### src/shared/fws_map.vh
// register map, field positions and timing counts of the flash status polling controller
`ifndef FWS_MAP_VH
`define FWS_MAP_VH
`define FWS_OFF_CTRL 12'h000
`define FWS_OFF_ADDR 12'h004
`define FWS_OFF_DATA 12'h008
`define FWS_OFF_STAT 12'h00c
`define FWS_OFF_RDAT 12'h010
`define FWS_OFF_ERSA 12'h014
`define FWS_CTRL_START 0
`define FWS_CTRL_MODE_LO 1
`define FWS_CTRL_MODE_HI 2
`define FWS_MODE_PROG 2'h0
`define FWS_MODE_TOGGLE 2'h1
`define FWS_MODE_DQ3 2'h2
`define FWS_MODE_RESET 2'h3
`define FWS_ST_BUSY 0
`define FWS_ST_DONE 1
`define FWS_ST_FAIL 2
`define FWS_ST_RESET_SENT 3
`define FWS_ST_RDY 4
`define FWS_ST_TIMER 5
`define FWS_ST_T2 6
`define FWS_POLL_BIT 7
`define FWS_T1_BIT 6
`define FWS_FAIL_BIT 5
`define FWS_TMR_BIT 3
`define FWS_T2_BIT 2
`define FWS_RESET_CMD 8'hf0
`define FWS_CYC_NS 10
`define FWS_STROBE_NS 70
`define FWS_STROBE_CYC ((`FWS_STROBE_NS + `FWS_CYC_NS - 1) / `FWS_CYC_NS)
`endif

### src/verilog/fws_sync.v
// three-stage synchroniser for the ready/busy line
`timescale 1ns/1ns
module fws_sync (
   // clock and reset
   input wire pclk,
   input wire presetn,
   // pin and result
   input wire din,
   output reg dout
);
   reg s1_r, s2_r, s3_r;
   always @(posedge pclk or negedge presetn) begin
      if (!presetn) begin
         s1_r <= 1'b1;
         s2_r <= 1'b1;
         s3_r <= 1'b1;
         dout <= 1'b1;
      end else begin
         s1_r <= din;
         s2_r <= s1_r;
         s3_r <= s2_r;
         // change counts only when the last two stages agree
         if (s2_r == s3_r)
            dout <= s3_r;
      end
   end
endmodule // fws_sync

### src/verilog/fws_host.v
// host-side status polling controller for a parallel nor flash, apb slave toward software
`timescale 1ns/1ns
`include "fws_map.vh"
// Contract
// - host status reads for programming use the programmed address.
// - host erase status reads use an address inside a selected sector.
// - polling bit may lead low bits; host takes data from a later read. After a fail-bit recheck the host takes data from the first matching read.
// - host compares toggle bit over two consecutive reads; equal means done.
// - toggling with fail bit high: recheck once, still toggling means send reset.
// - after failure host sends reset; device returns to read mode.
// - timer bit 1 means commands ignored; host checks bit around commands. The host only reports the bit in status and sends reset without checking it.
module fws_host #(
   parameter AW = 21,
   parameter STROBE_CYC = `FWS_STROBE_CYC
) (
   // apb
   input wire pclk,
   input wire presetn,
   input wire psel,
   input wire penable,
   input wire pwrite,
   input wire [11:0] paddr,
   input wire [31:0] pwdata,
   output reg [31:0] prdata,
   output reg pready,
   output reg pslverr,
   // flash pins
   output reg [AW-1:0] fl_addr,
   output reg [7:0] fl_dq_out,
   output reg fl_dq_oe_n,
   input wire [7:0] fl_dq_in,
   output reg fl_ce_n,
   output reg fl_oe_n,
   output reg fl_we_n,
   input wire fl_ready_busy_in
);
   localparam S_IDLE = 3'h0, S_RD_LO = 3'h1, S_RD_HI = 3'h2, S_WR_LO = 3'h3, S_WR_HI = 3'h4, S_EVAL = 3'h5;
   reg [2:0] st_r;
   reg [1:0] mode_r;
   reg [AW-1:0] addr_r, ersa_r;
   reg [7:0] data_r, rdat_r, prev_r;
   reg [7:0] cnt_r;
   reg have_prev_r, recheck_r, busy_r, done_r, fail_r, rst_sent_r, tmr_r, t2_r;
   wire rdy_sync;
   wire [7:0] s = fl_dq_in;
   wire apb_wr = psel && penable && pwrite && !pready;
   wire apb_rd = psel && penable && !pwrite && !pready;
   wire strobe_done = (cnt_r == STROBE_CYC[7:0] - 8'h1);

   // the pin is asynchronous to pclk, so it is filtered before use
   fws_sync u_sync (.pclk(pclk), .presetn(presetn), .din(fl_ready_busy_in), .dout(rdy_sync));

   function mapped;
      input [11:0] a;
      begin
         mapped = (a == `FWS_OFF_CTRL) || (a == `FWS_OFF_ADDR) || (a == `FWS_OFF_DATA) ||
                  (a == `FWS_OFF_STAT) || (a == `FWS_OFF_RDAT) || (a == `FWS_OFF_ERSA);
      end
   endfunction

   always @(posedge pclk or negedge presetn) begin
      if (!presetn) begin
         prdata <= 32'h00000000;
         pready <= 1'b0;
         pslverr <= 1'b0;
      end else begin
         pready <= (psel && penable && !pready);
         pslverr <= (psel && penable && !pready && !mapped(paddr));
         prdata <= 32'h00000000;
         if (apb_rd) begin
            case (paddr)
               `FWS_OFF_CTRL: prdata <= {29'h0, mode_r, 1'b0};
               `FWS_OFF_ADDR: prdata <= {{(32-AW){1'b0}}, addr_r};
               `FWS_OFF_DATA: prdata <= {24'h0, data_r};
               `FWS_OFF_STAT: prdata <= {25'h0, t2_r, tmr_r, rdy_sync, rst_sent_r, fail_r, done_r, busy_r};
               `FWS_OFF_RDAT: prdata <= {24'h0, rdat_r};
               `FWS_OFF_ERSA: prdata <= {{(32-AW){1'b0}}, ersa_r};
               default: prdata <= 32'h00000000;
            endcase
         end
      end
   end

   always @(posedge pclk or negedge presetn) begin
      if (!presetn) begin
         st_r <= S_IDLE;
         mode_r <= `FWS_MODE_PROG;
         addr_r <= {AW{1'b0}};
         ersa_r <= {AW{1'b0}};
         data_r <= 8'h00;
         rdat_r <= 8'h00;
         prev_r <= 8'h00;
         cnt_r <= 8'h00;
         have_prev_r <= 1'b0;
         recheck_r <= 1'b0;
         busy_r <= 1'b0;
         done_r <= 1'b0;
         fail_r <= 1'b0;
         rst_sent_r <= 1'b0;
         tmr_r <= 1'b0;
         t2_r <= 1'b0;
         fl_addr <= {AW{1'b0}};
         fl_dq_out <= 8'h00;
         fl_dq_oe_n <= 1'b1;
         fl_ce_n <= 1'b1;
         fl_oe_n <= 1'b1;
         fl_we_n <= 1'b1;
      end else begin
         if (apb_wr && !busy_r) begin
            case (paddr)
               `FWS_OFF_ADDR: addr_r <= pwdata[AW-1:0];
               `FWS_OFF_DATA: data_r <= pwdata[7:0];
               `FWS_OFF_ERSA: ersa_r <= pwdata[AW-1:0];
               `FWS_OFF_CTRL: begin
                  mode_r <= pwdata[`FWS_CTRL_MODE_HI:`FWS_CTRL_MODE_LO];
                  if (pwdata[`FWS_CTRL_START]) begin
                     busy_r <= 1'b1;
                     done_r <= 1'b0;
                     fail_r <= 1'b0;
                     rst_sent_r <= 1'b0;
                     have_prev_r <= 1'b0;
                     recheck_r <= 1'b0;
                     // a fresh run must not report a toggle seen by the previous one
                     t2_r <= 1'b0;
                     cnt_r <= 8'h00;
                     if (pwdata[`FWS_CTRL_MODE_HI:`FWS_CTRL_MODE_LO] == `FWS_MODE_RESET) begin
                        st_r <= S_WR_LO;
                        fl_dq_out <= `FWS_RESET_CMD;
                        fl_dq_oe_n <= 1'b0;
                        fl_ce_n <= 1'b0;
                        fl_we_n <= 1'b0;
                     end else begin
                        st_r <= S_RD_LO;
                        // program polls at the target, erase modes inside the selected sector
                        fl_addr <= (pwdata[`FWS_CTRL_MODE_HI:`FWS_CTRL_MODE_LO] == `FWS_MODE_PROG) ?
                                   addr_r : ersa_r;
                        fl_ce_n <= 1'b0;
                        fl_oe_n <= 1'b0;
                     end
                  end
               end
               default: ;
            endcase
         end
         case (st_r)
            S_IDLE: ;
            S_RD_LO: begin
               cnt_r <= cnt_r + 8'h1;
               if (strobe_done) begin
                  cnt_r <= 8'h00;
                  rdat_r <= s;
                  fl_oe_n <= 1'b1;
                  fl_ce_n <= 1'b1;
                  st_r <= S_RD_HI;
               end
            end
            S_RD_HI: begin
               cnt_r <= cnt_r + 8'h1;
               if (strobe_done) begin
                  cnt_r <= 8'h00;
                  st_r <= S_EVAL;
               end
            end
            S_EVAL: begin
               st_r <= S_RD_LO;
               fl_ce_n <= 1'b0;
               fl_oe_n <= 1'b0;
               prev_r <= rdat_r;
               have_prev_r <= 1'b1;
               tmr_r <= rdat_r[`FWS_TMR_BIT];
               if (mode_r == `FWS_MODE_DQ3) begin
                  // one status read is enough for the erase window bit
                  st_r <= S_IDLE;
                  fl_ce_n <= 1'b1;
                  fl_oe_n <= 1'b1;
                  busy_r <= 1'b0;
                  done_r <= 1'b1;
               end else if (mode_r == `FWS_MODE_PROG && rdat_r[`FWS_POLL_BIT] == data_r[`FWS_POLL_BIT]) begin
                  // the polling bit can lead the others, so a final read fetches clean data
                  if (recheck_r) begin
                     st_r <= S_IDLE;
                     fl_ce_n <= 1'b1;
                     fl_oe_n <= 1'b1;
                     busy_r <= 1'b0;
                     done_r <= 1'b1;
                  end
                  recheck_r <= 1'b1;
               end else if (mode_r == `FWS_MODE_TOGGLE && have_prev_r) begin
                  t2_r <= rdat_r[`FWS_T2_BIT] ^ prev_r[`FWS_T2_BIT];
                  if (rdat_r[`FWS_T1_BIT] == prev_r[`FWS_T1_BIT]) begin
                     st_r <= S_IDLE;
                     fl_ce_n <= 1'b1;
                     fl_oe_n <= 1'b1;
                     busy_r <= 1'b0;
                     done_r <= 1'b1;
                  end else if (rdat_r[`FWS_FAIL_BIT] && recheck_r) begin
                     // still toggling after the fail recheck: give up with a reset
                     fail_r <= 1'b1;
                     st_r <= S_WR_LO;
                     fl_oe_n <= 1'b1;
                     fl_dq_out <= `FWS_RESET_CMD;
                     fl_dq_oe_n <= 1'b0;
                     fl_we_n <= 1'b0;
                  end else if (rdat_r[`FWS_FAIL_BIT]) begin
                     recheck_r <= 1'b1;
                  end
               end else if (mode_r == `FWS_MODE_PROG && rdat_r[`FWS_FAIL_BIT]) begin
                  if (recheck_r) begin
                     fail_r <= 1'b1;
                     st_r <= S_WR_LO;
                     fl_oe_n <= 1'b1;
                     fl_dq_out <= `FWS_RESET_CMD;
                     fl_dq_oe_n <= 1'b0;
                     fl_we_n <= 1'b0;
                  end
                  recheck_r <= 1'b1;
               end
            end
            S_WR_LO: begin
               cnt_r <= cnt_r + 8'h1;
               if (strobe_done) begin
                  cnt_r <= 8'h00;
                  fl_we_n <= 1'b1;
                  fl_ce_n <= 1'b1;
                  st_r <= S_WR_HI;
               end
            end
            S_WR_HI: begin
               cnt_r <= cnt_r + 8'h1;
               if (strobe_done) begin
                  cnt_r <= 8'h00;
                  fl_dq_oe_n <= 1'b1;
                  rst_sent_r <= 1'b1;
                  busy_r <= 1'b0;
                  done_r <= 1'b1;
                  st_r <= S_IDLE;
               end
            end
            default: st_r <= S_IDLE;
         endcase
      end
   end
endmodule // fws_host

### config.mk
export PLATFORM = sky130hd
export DESIGN_NAME = fws_host
export DESIGN_NICKNAME = d
export VERILOG_FILES = /design/src/verilog/fws_sync.v /design/src/verilog/fws_host.v
export VERILOG_INCLUDE_DIRS = /design/src /design/src/shared
export SDC_FILE = /design/constraint.sdc
export NUM_CORES = 1
export LEC_CHECK = 0
export BUFFER_PORTS_ARGS = -buffer_cell sky130_fd_sc_hd__buf_2
export CORE_MARGIN = 5
export CORE_UTILIZATION = 56
export CTS_CLUSTER_DIAMETER = 200
export DETAILED_ROUTE_END_ITERATION = 16
export GPL_TIMING_DRIVEN = 0
export PLACE_DENSITY = 0.81
export SLEW_MARGIN = 30
export SYNTH_ARGS = -nofsm -noshare
export SYNTH_HDL_FRONTEND = slang
export SYNTH_SLANG_ARGS = --single-unit
### constraint.sdc
create_clock -name pclk -period 5.41 [get_ports pclk]
set_input_delay 0.541 -clock pclk [delete_from_list [all_inputs] [get_ports pclk]]
set_output_delay 0.541 -clock pclk [all_outputs]
set_load 0.02 [all_outputs]
Word level (Yosys, flattened, before mapping):

Cells that the tools add are included.

* logic and storage cells: 233
* output and inout port bits: 67
* register bits: 157

* add/sub/neg operators: 1
* muxes and demuxes: 143
* bitwise logic cells: 2
* reduce and logical (&&, ||, !) cells: 41
* eq/ne operators: 17

Operator list (number)
* 8-bit 2-to-1 mux: 17
* 21-bit one-hot mux with 6 select lines: 1
* 1-bit 2-to-1 mux: 101
* 32-bit 2-to-1 mux: 1
* 3-bit 2-to-1 mux: 10
* 12-bit by 4-bit equality test with 1-bit output, second input constant: 2
* 12-bit by 5-bit equality test with 1-bit output, second input constant: 2
* 21-bit 2-to-1 mux: 1
* 3-bit one-hot mux with 6 select lines: 1
* 12-bit by 3-bit equality test with 1-bit output, second input constant: 1
* 1-bit logical AND: 12
* 12-bit logical NOT: 1
* 1-bit one-hot mux with 2 select lines: 6
* 2-bit nonzero test: 6
* 2-bit 2-to-1 mux: 5
* 2-bit AND reduction: 5
* 8-bit by 1-bit adder with 8-bit output, second input constant: 1
* 8-bit by 3-bit equality test with 1-bit output, second input constant: 1
* 3-bit by 2-bit equality test with 1-bit output, second input constant: 2
* 3-bit equality test, second input constant: 2
* 3-bit AND reduction: 2
* 1-bit logical OR: 5
* 2-bit equality test, second input constant: 2
* 1-bit logical NOT: 4
* other kinds (10): 13

Depth between registers and ports, before layout:

* depth after elaboration: 12
* gate-level depth with buffers: 8
* mapped depth without buffers: 7

Modules after synthesis:

Synthesis repeated with hierarchy kept, for this count alone.

* cell total of the unflattened synthesis: 599
* area total of the unflattened synthesis: 6921.6 um^2

Modules (own cells, without submodules)
* fws_host: area an instance 6805.3 um^2, instances 1, cells each 594, sequential area each 3433.3 um^2
* fws_sync: area an instance 116.4 um^2, instances 1, cells each 5, sequential area each 105.1 um^2

Worst setup path before layout:

OpenSTA, ideal clock, no wires.

* kind: input to register
* start point: input port paddr[1]
* end point: register ersa_r[0]
* arrival: 2175 ps
* data required time: 5282 ps
* setup slack: 3107 ps
* cell stages on the path: 7
* buffers on the path: 2
* cell sequence: or4_4 > nor3_1 > and4b_1 > buf_2 > nand2_1 > buf_2 > mux2_1

* cells in the longest elaborated chain, start to end: 2

Ends and longest elaborated chain
* from (decl): RTL line fws_host.v:22 `input wire [11:0] paddr,`
* 12-bit by 5-bit equality test with 1-bit output: RTL line fws_host.v:110 `case (paddr)`
* 2-bit AND reduction (no line)
* to (signal assigned): RTL line fws_host.v:89 `ersa_r <= {AW{1'b0}};`
* to (signal assigned): RTL line fws_host.v:113 `` `FWS_OFF_ERSA: ersa_r <= pwdata[AW-1:0]; ``
* to (decl): RTL line fws_host.v:40 `reg [AW-1:0] addr_r, ersa_r;`

Every way passes these cells.
A chain may end at the register's enable or synchronous reset.

Worst setup path after layout:

* start point: register pready
* end point: register addr_r[20]

* cells in the longest elaborated chain, start to end: 4

Ends and longest elaborated chain
* from (decl): RTL line fws_host.v:25 `output reg pready,`
* from (signal assigned): RTL line fws_host.v:67 `pready <= (psel && penable && !pready);`
* 1-bit logical NOT: RTL line fws_host.v:46 `wire apb_wr = psel && penable && pwrite && !pready;`
* 1-bit logical AND: RTL line fws_host.v:46
* 1-bit logical AND: RTL line fws_host.v:109 `if (apb_wr && !busy_r) begin`
* 2-bit AND reduction (no line)
* to (signal assigned): RTL line fws_host.v:88 `addr_r <= {AW{1'b0}};`
* to (signal assigned): RTL line fws_host.v:111 `` `FWS_OFF_ADDR: addr_r <= pwdata[AW-1:0]; ``
* to (decl): RTL line fws_host.v:40

Every way passes these cells.

==> metrics.md <==
| Metric | Value |
|---|---|
| TNS Setup | 0 ns |
| Filler cells | just over 800 |
| Clock power frac | between 40 and 50% |
| Vias in the first global route | 5355 |
| Crit Reg-Reg Startpoint | pready$_DFF_PN0_ |
| Post-DRT Antenna Nets | 0 |
| Vias | between 5000 and 6000 |
| Yosys top cell area share | roughly half |
| Switching Fraction | between 20% and 30% |
| Area contributors post-synth | dfrtp_1 (51%), mux2_2 (7.9%), mux2i_1 (5.5%) |
| Switch Pwr | about 500 µW |
| Leak | between 0.003 and 0.004 µW |
| RD Place Congestion | a little under 0.9 |
| First-pass GRT wire length | around 28000 µm |
| Met2 usage | roughly 40% |
| Final Hold Vio Count | 0 |
| Least-Margin Pin Slew | between 0.8 and 0.9 ns |
| Core ar. | around 11000 µm² |
| Post-cts resize count | 0 |
| Arrival time worst endpoint | about 3.0 ns |
| Period minus WS final | 2.65 ns |
| Met1 GRT Util | between 30% and 40% |
| Critical path required time | ~5.7 ns |
| Post-synth ARST share | 100% |
| Final worst slack | 2.76 ns |
| WS Path Type | register to register |
| Worst Setup Start Kind | register |
| Worst Setup SP | pready$_DFF_PN0_ |
| DP HPWL | around 12000 µm |
| Die Ht | roughly 120 µm |
| Largest net degree at the start of global routing | slightly below 90 |
| Wire length per cell | 19.6 µm |
| Peak VDD IR | 237 µV |
| CTS root buffer | clkbuf_16 |
| Register area share after synthesis | 54.1% |
| DR vias/cell | between 6 and 7 |
| DRC Markers | 0 |
| Combinational share of power | ~4.3% |
| Internal power | approximately 1800 µW |
| Fin crit share | between 40% and 50% |
| # Post-CTS Setup Buffers | 0 |
| # rows | 39 |
| Initial antenna violation count | 0 |
| Cell Area, Synth | 6540 µm² |
| Max Cap Viol | 0 |
| Clock skew | approximately 0.0062 ns |
| Ys Warns | 0 |
| Detailed Route Iter0 Violations | 595 |
| Slew Viols, Final | 0 |
| # IOs | ~130 |
| GRT Util Overall | 24.8% |
| I/O Buffers | 100 |
| Max Freq | roughly 380 MHz |
| Worst skew pair latency | about 0.42 ns |
| Max Fanout on Critical Path | 10 |
| Total gr overflow | 0 |
| Synth Area per Inst | ~11 µm² |
| Unrepaired setup endpoints after global routing | no |
| CP endpoint kind | register |
| Worst slack at placement | around 2.4 ns |
| H-tree Lvls | 4 |
| Busiest grt layer | met2 |
| Max_slew headroom | between 40% and 50% |
| Ant. Diodes | 0 |
| Synth-to-Final Area Change | 20.2% |
| Sequential power share | between 40 and 50% |
| Chip width | between 100 and 150 µm |
| Status | finished, final reports clean |
| Clock Sinks | 141 |
| Power per cell area | ~290 nW/µm² |
| Die Area | 13900 µm² |
| Clock slew at reported path FFs | approximately 0.060 ns |
| Cells after Synth | 580 |
| HP Class | input port to asynchronous set/reset pin |
| Share of cells above drive strength 1 | between 20 and 30% |
| Synth area leader | dfrtp_1 |
| Starting density of the core | between 50 and 60% |
| CTS Buf Count | 17 |
| Nets | slightly below 800 |
| Met3 usage | roughly 5.6% |
| Unique masters post-synth | 57 |
| Number of flops mapped to enable cells by yosys | 0 |
| Final setup violation count | 0 |
| Yosys reg bits | around 140 |
| TritonCTS clock tree | done |
| Synth Flop Type | dfrtp_1 |
| Final wirelength | ~17000 µm |
| Clk buf depth | 2 |
| DR pass1 iterations | 6 |
| CTS Hold Bufs | 0 |
[synthesized netlist by cell type, types with 2 or more instances]
| cell type | count |
|---|---|
| xnor2_1 | 4 |
| a22o_1 | 2 |
| nor3_1 | 6 |
| o21ai_0 | 15 |
| inv_1 | 5 |
| or3_1 | 24 |
| buf_2 | 10 |
| mux2_1 | 14 |
| nand2b_1 | 7 |
| mux2_2 | 46 |
| a32oi_1 | 21 |
| a31oi_1 | 2 |
| or2_2 | 2 |
| dfrtp_1 | 133 |
| and3_1 | 6 |
| a21oi_1 | 9 |
| a222oi_1 | 2 |
| dfstp_2 | 8 |
| clkbuf_1 | 25 |
| nand2_1 | 47 |
| and2_1 | 5 |
| a22oi_1 | 19 |
| o32ai_1 | 2 |
| ha_1 | 2 |
| a2bb2oi_1 | 2 |
| buf_4 | 11 |
| nor2_1 | 43 |
| buf_1 | 2 |
| o22ai_1 | 9 |
| nand3_1 | 28 |
| nand3b_1 | 6 |
| mux2i_1 | 36 |
| o211ai_1 | 2 |
| a21o_1 | 2 |
[placed cells by master (no fill, tap or decap), drive strengths merged, types with 4 or more instances in the layout]
cell type	n
clkbuf	44
inv	5
nand2	48
mux2i	36
o22ai	9
a32oi	21
nor2	44
mux2	60
xnor2	4
a22oi	19
nand2b	7
buf	124
o21ai	15
nor3	6
nand3	28
and3	6
and2	6
conb	11
a21oi	10
clkinv	9
nand3b	6
or3	24
dfrtp	133
dfstp	8
[through the flow]
step | hold WS [ns] | util (%) | total power, µW | instances | cell area [µm²]
2_1_floorplan | 0.245 | - | 1120 | 590 | 6580
3_3_place_gp | 0.347 | 63.5 | 1170 | 833 | 7250
3_5_place_dp | 0.347 | 63.9 | 1180 | 834 | 7290
4_1_cts | 0.150 | 68.8 | 2290 | 866 | 7860
5_1_grt | 0.182 | 68.8 | 2350 | 866 | 7860
6_report | 0.116 | 68.8 | 2280 | 866 | 7860
[path summary, 6_finish.rpt]
check | end | slack, ns | depth (start not counted)
max | addr_r[20]$_DFFE_PN0P_ | 2.76 | 5
max reg2reg | addr_r[20]$_DFFE_PN0P_ | 2.76 | 5
min | ersa_r[4]$_DFFE_PN0P_ | 0.12 | 1
max in group asynchronous | fl_we_n$_DFF_PN1_ | 4.55 | 2
min reg2reg | u_sync.s2_r$_DFF_PN1_ | 0.35 | 0
min in group pclk | u_sync.s1_r$_DFF_PN1_ | 0.22 | 1
[worst max-delay path: stages (launching register included)]
cell      delay (ns)
dfrtp_1         0.37
nand3b_1        0.32
nor3b_1         0.78
nand2_1         0.22
clkbuf_1        0.43
mux2_2          0.40
[power by group through the flow]
stage               registers [µW]  clock network, µW  logic, µW
finish                        1060               1120       97.4
global placement              1080                  0       91.6
CTS                           1060               1130       97.8
floorplan                     1080                  0       41.5
global route                  1060               1180        108
detailed placement            1080                  0       97.6
[kinds of logic after synthesis]
kind of cell               synth area share, %
buffers and inverters                     3.87
muxes                                     15.8
and+or+nand+nor                           14.5
AOI/OAI and AO/OA                         10.4
DFF                                       54.1
other                                   0.0574
xor gates and xnor gates                 0.670
adders and majority gates                0.536
[flip-flops by register name (all words and copies together), names as in the netlist, 2 cells and up]
name / cells
addr_r: 21
ersa_r: 21
fl_addr: 21
prdata: 21
cnt_r: 8
data_r: 8
fl_dq_out: 8
rdat_r: 8
prev_r: 3
st_r: 3
mode_r: 2
[area by class of cell]
type                       count  area (µm²)  area share (%)
buffer                        48         234            2.98
clock buffer                  19         443            5.64
clock inverter                13         124            1.58
inverter                       5        18.8           0.239
multi-input combinational    396        2780            35.4
sequential                   141        3540            45.0
tap                          143         179            2.28
timing repair buffer         101         538            6.85
[routing by layer]
layer / wire [µm] / vias up
li1: - / 2353
met5: 0 / -
met4: 384 / 0
met1: 6790 / 2639
met3: 1290 / 45
met2: 8510 / 253
Power figures use the tool's default switching activity.
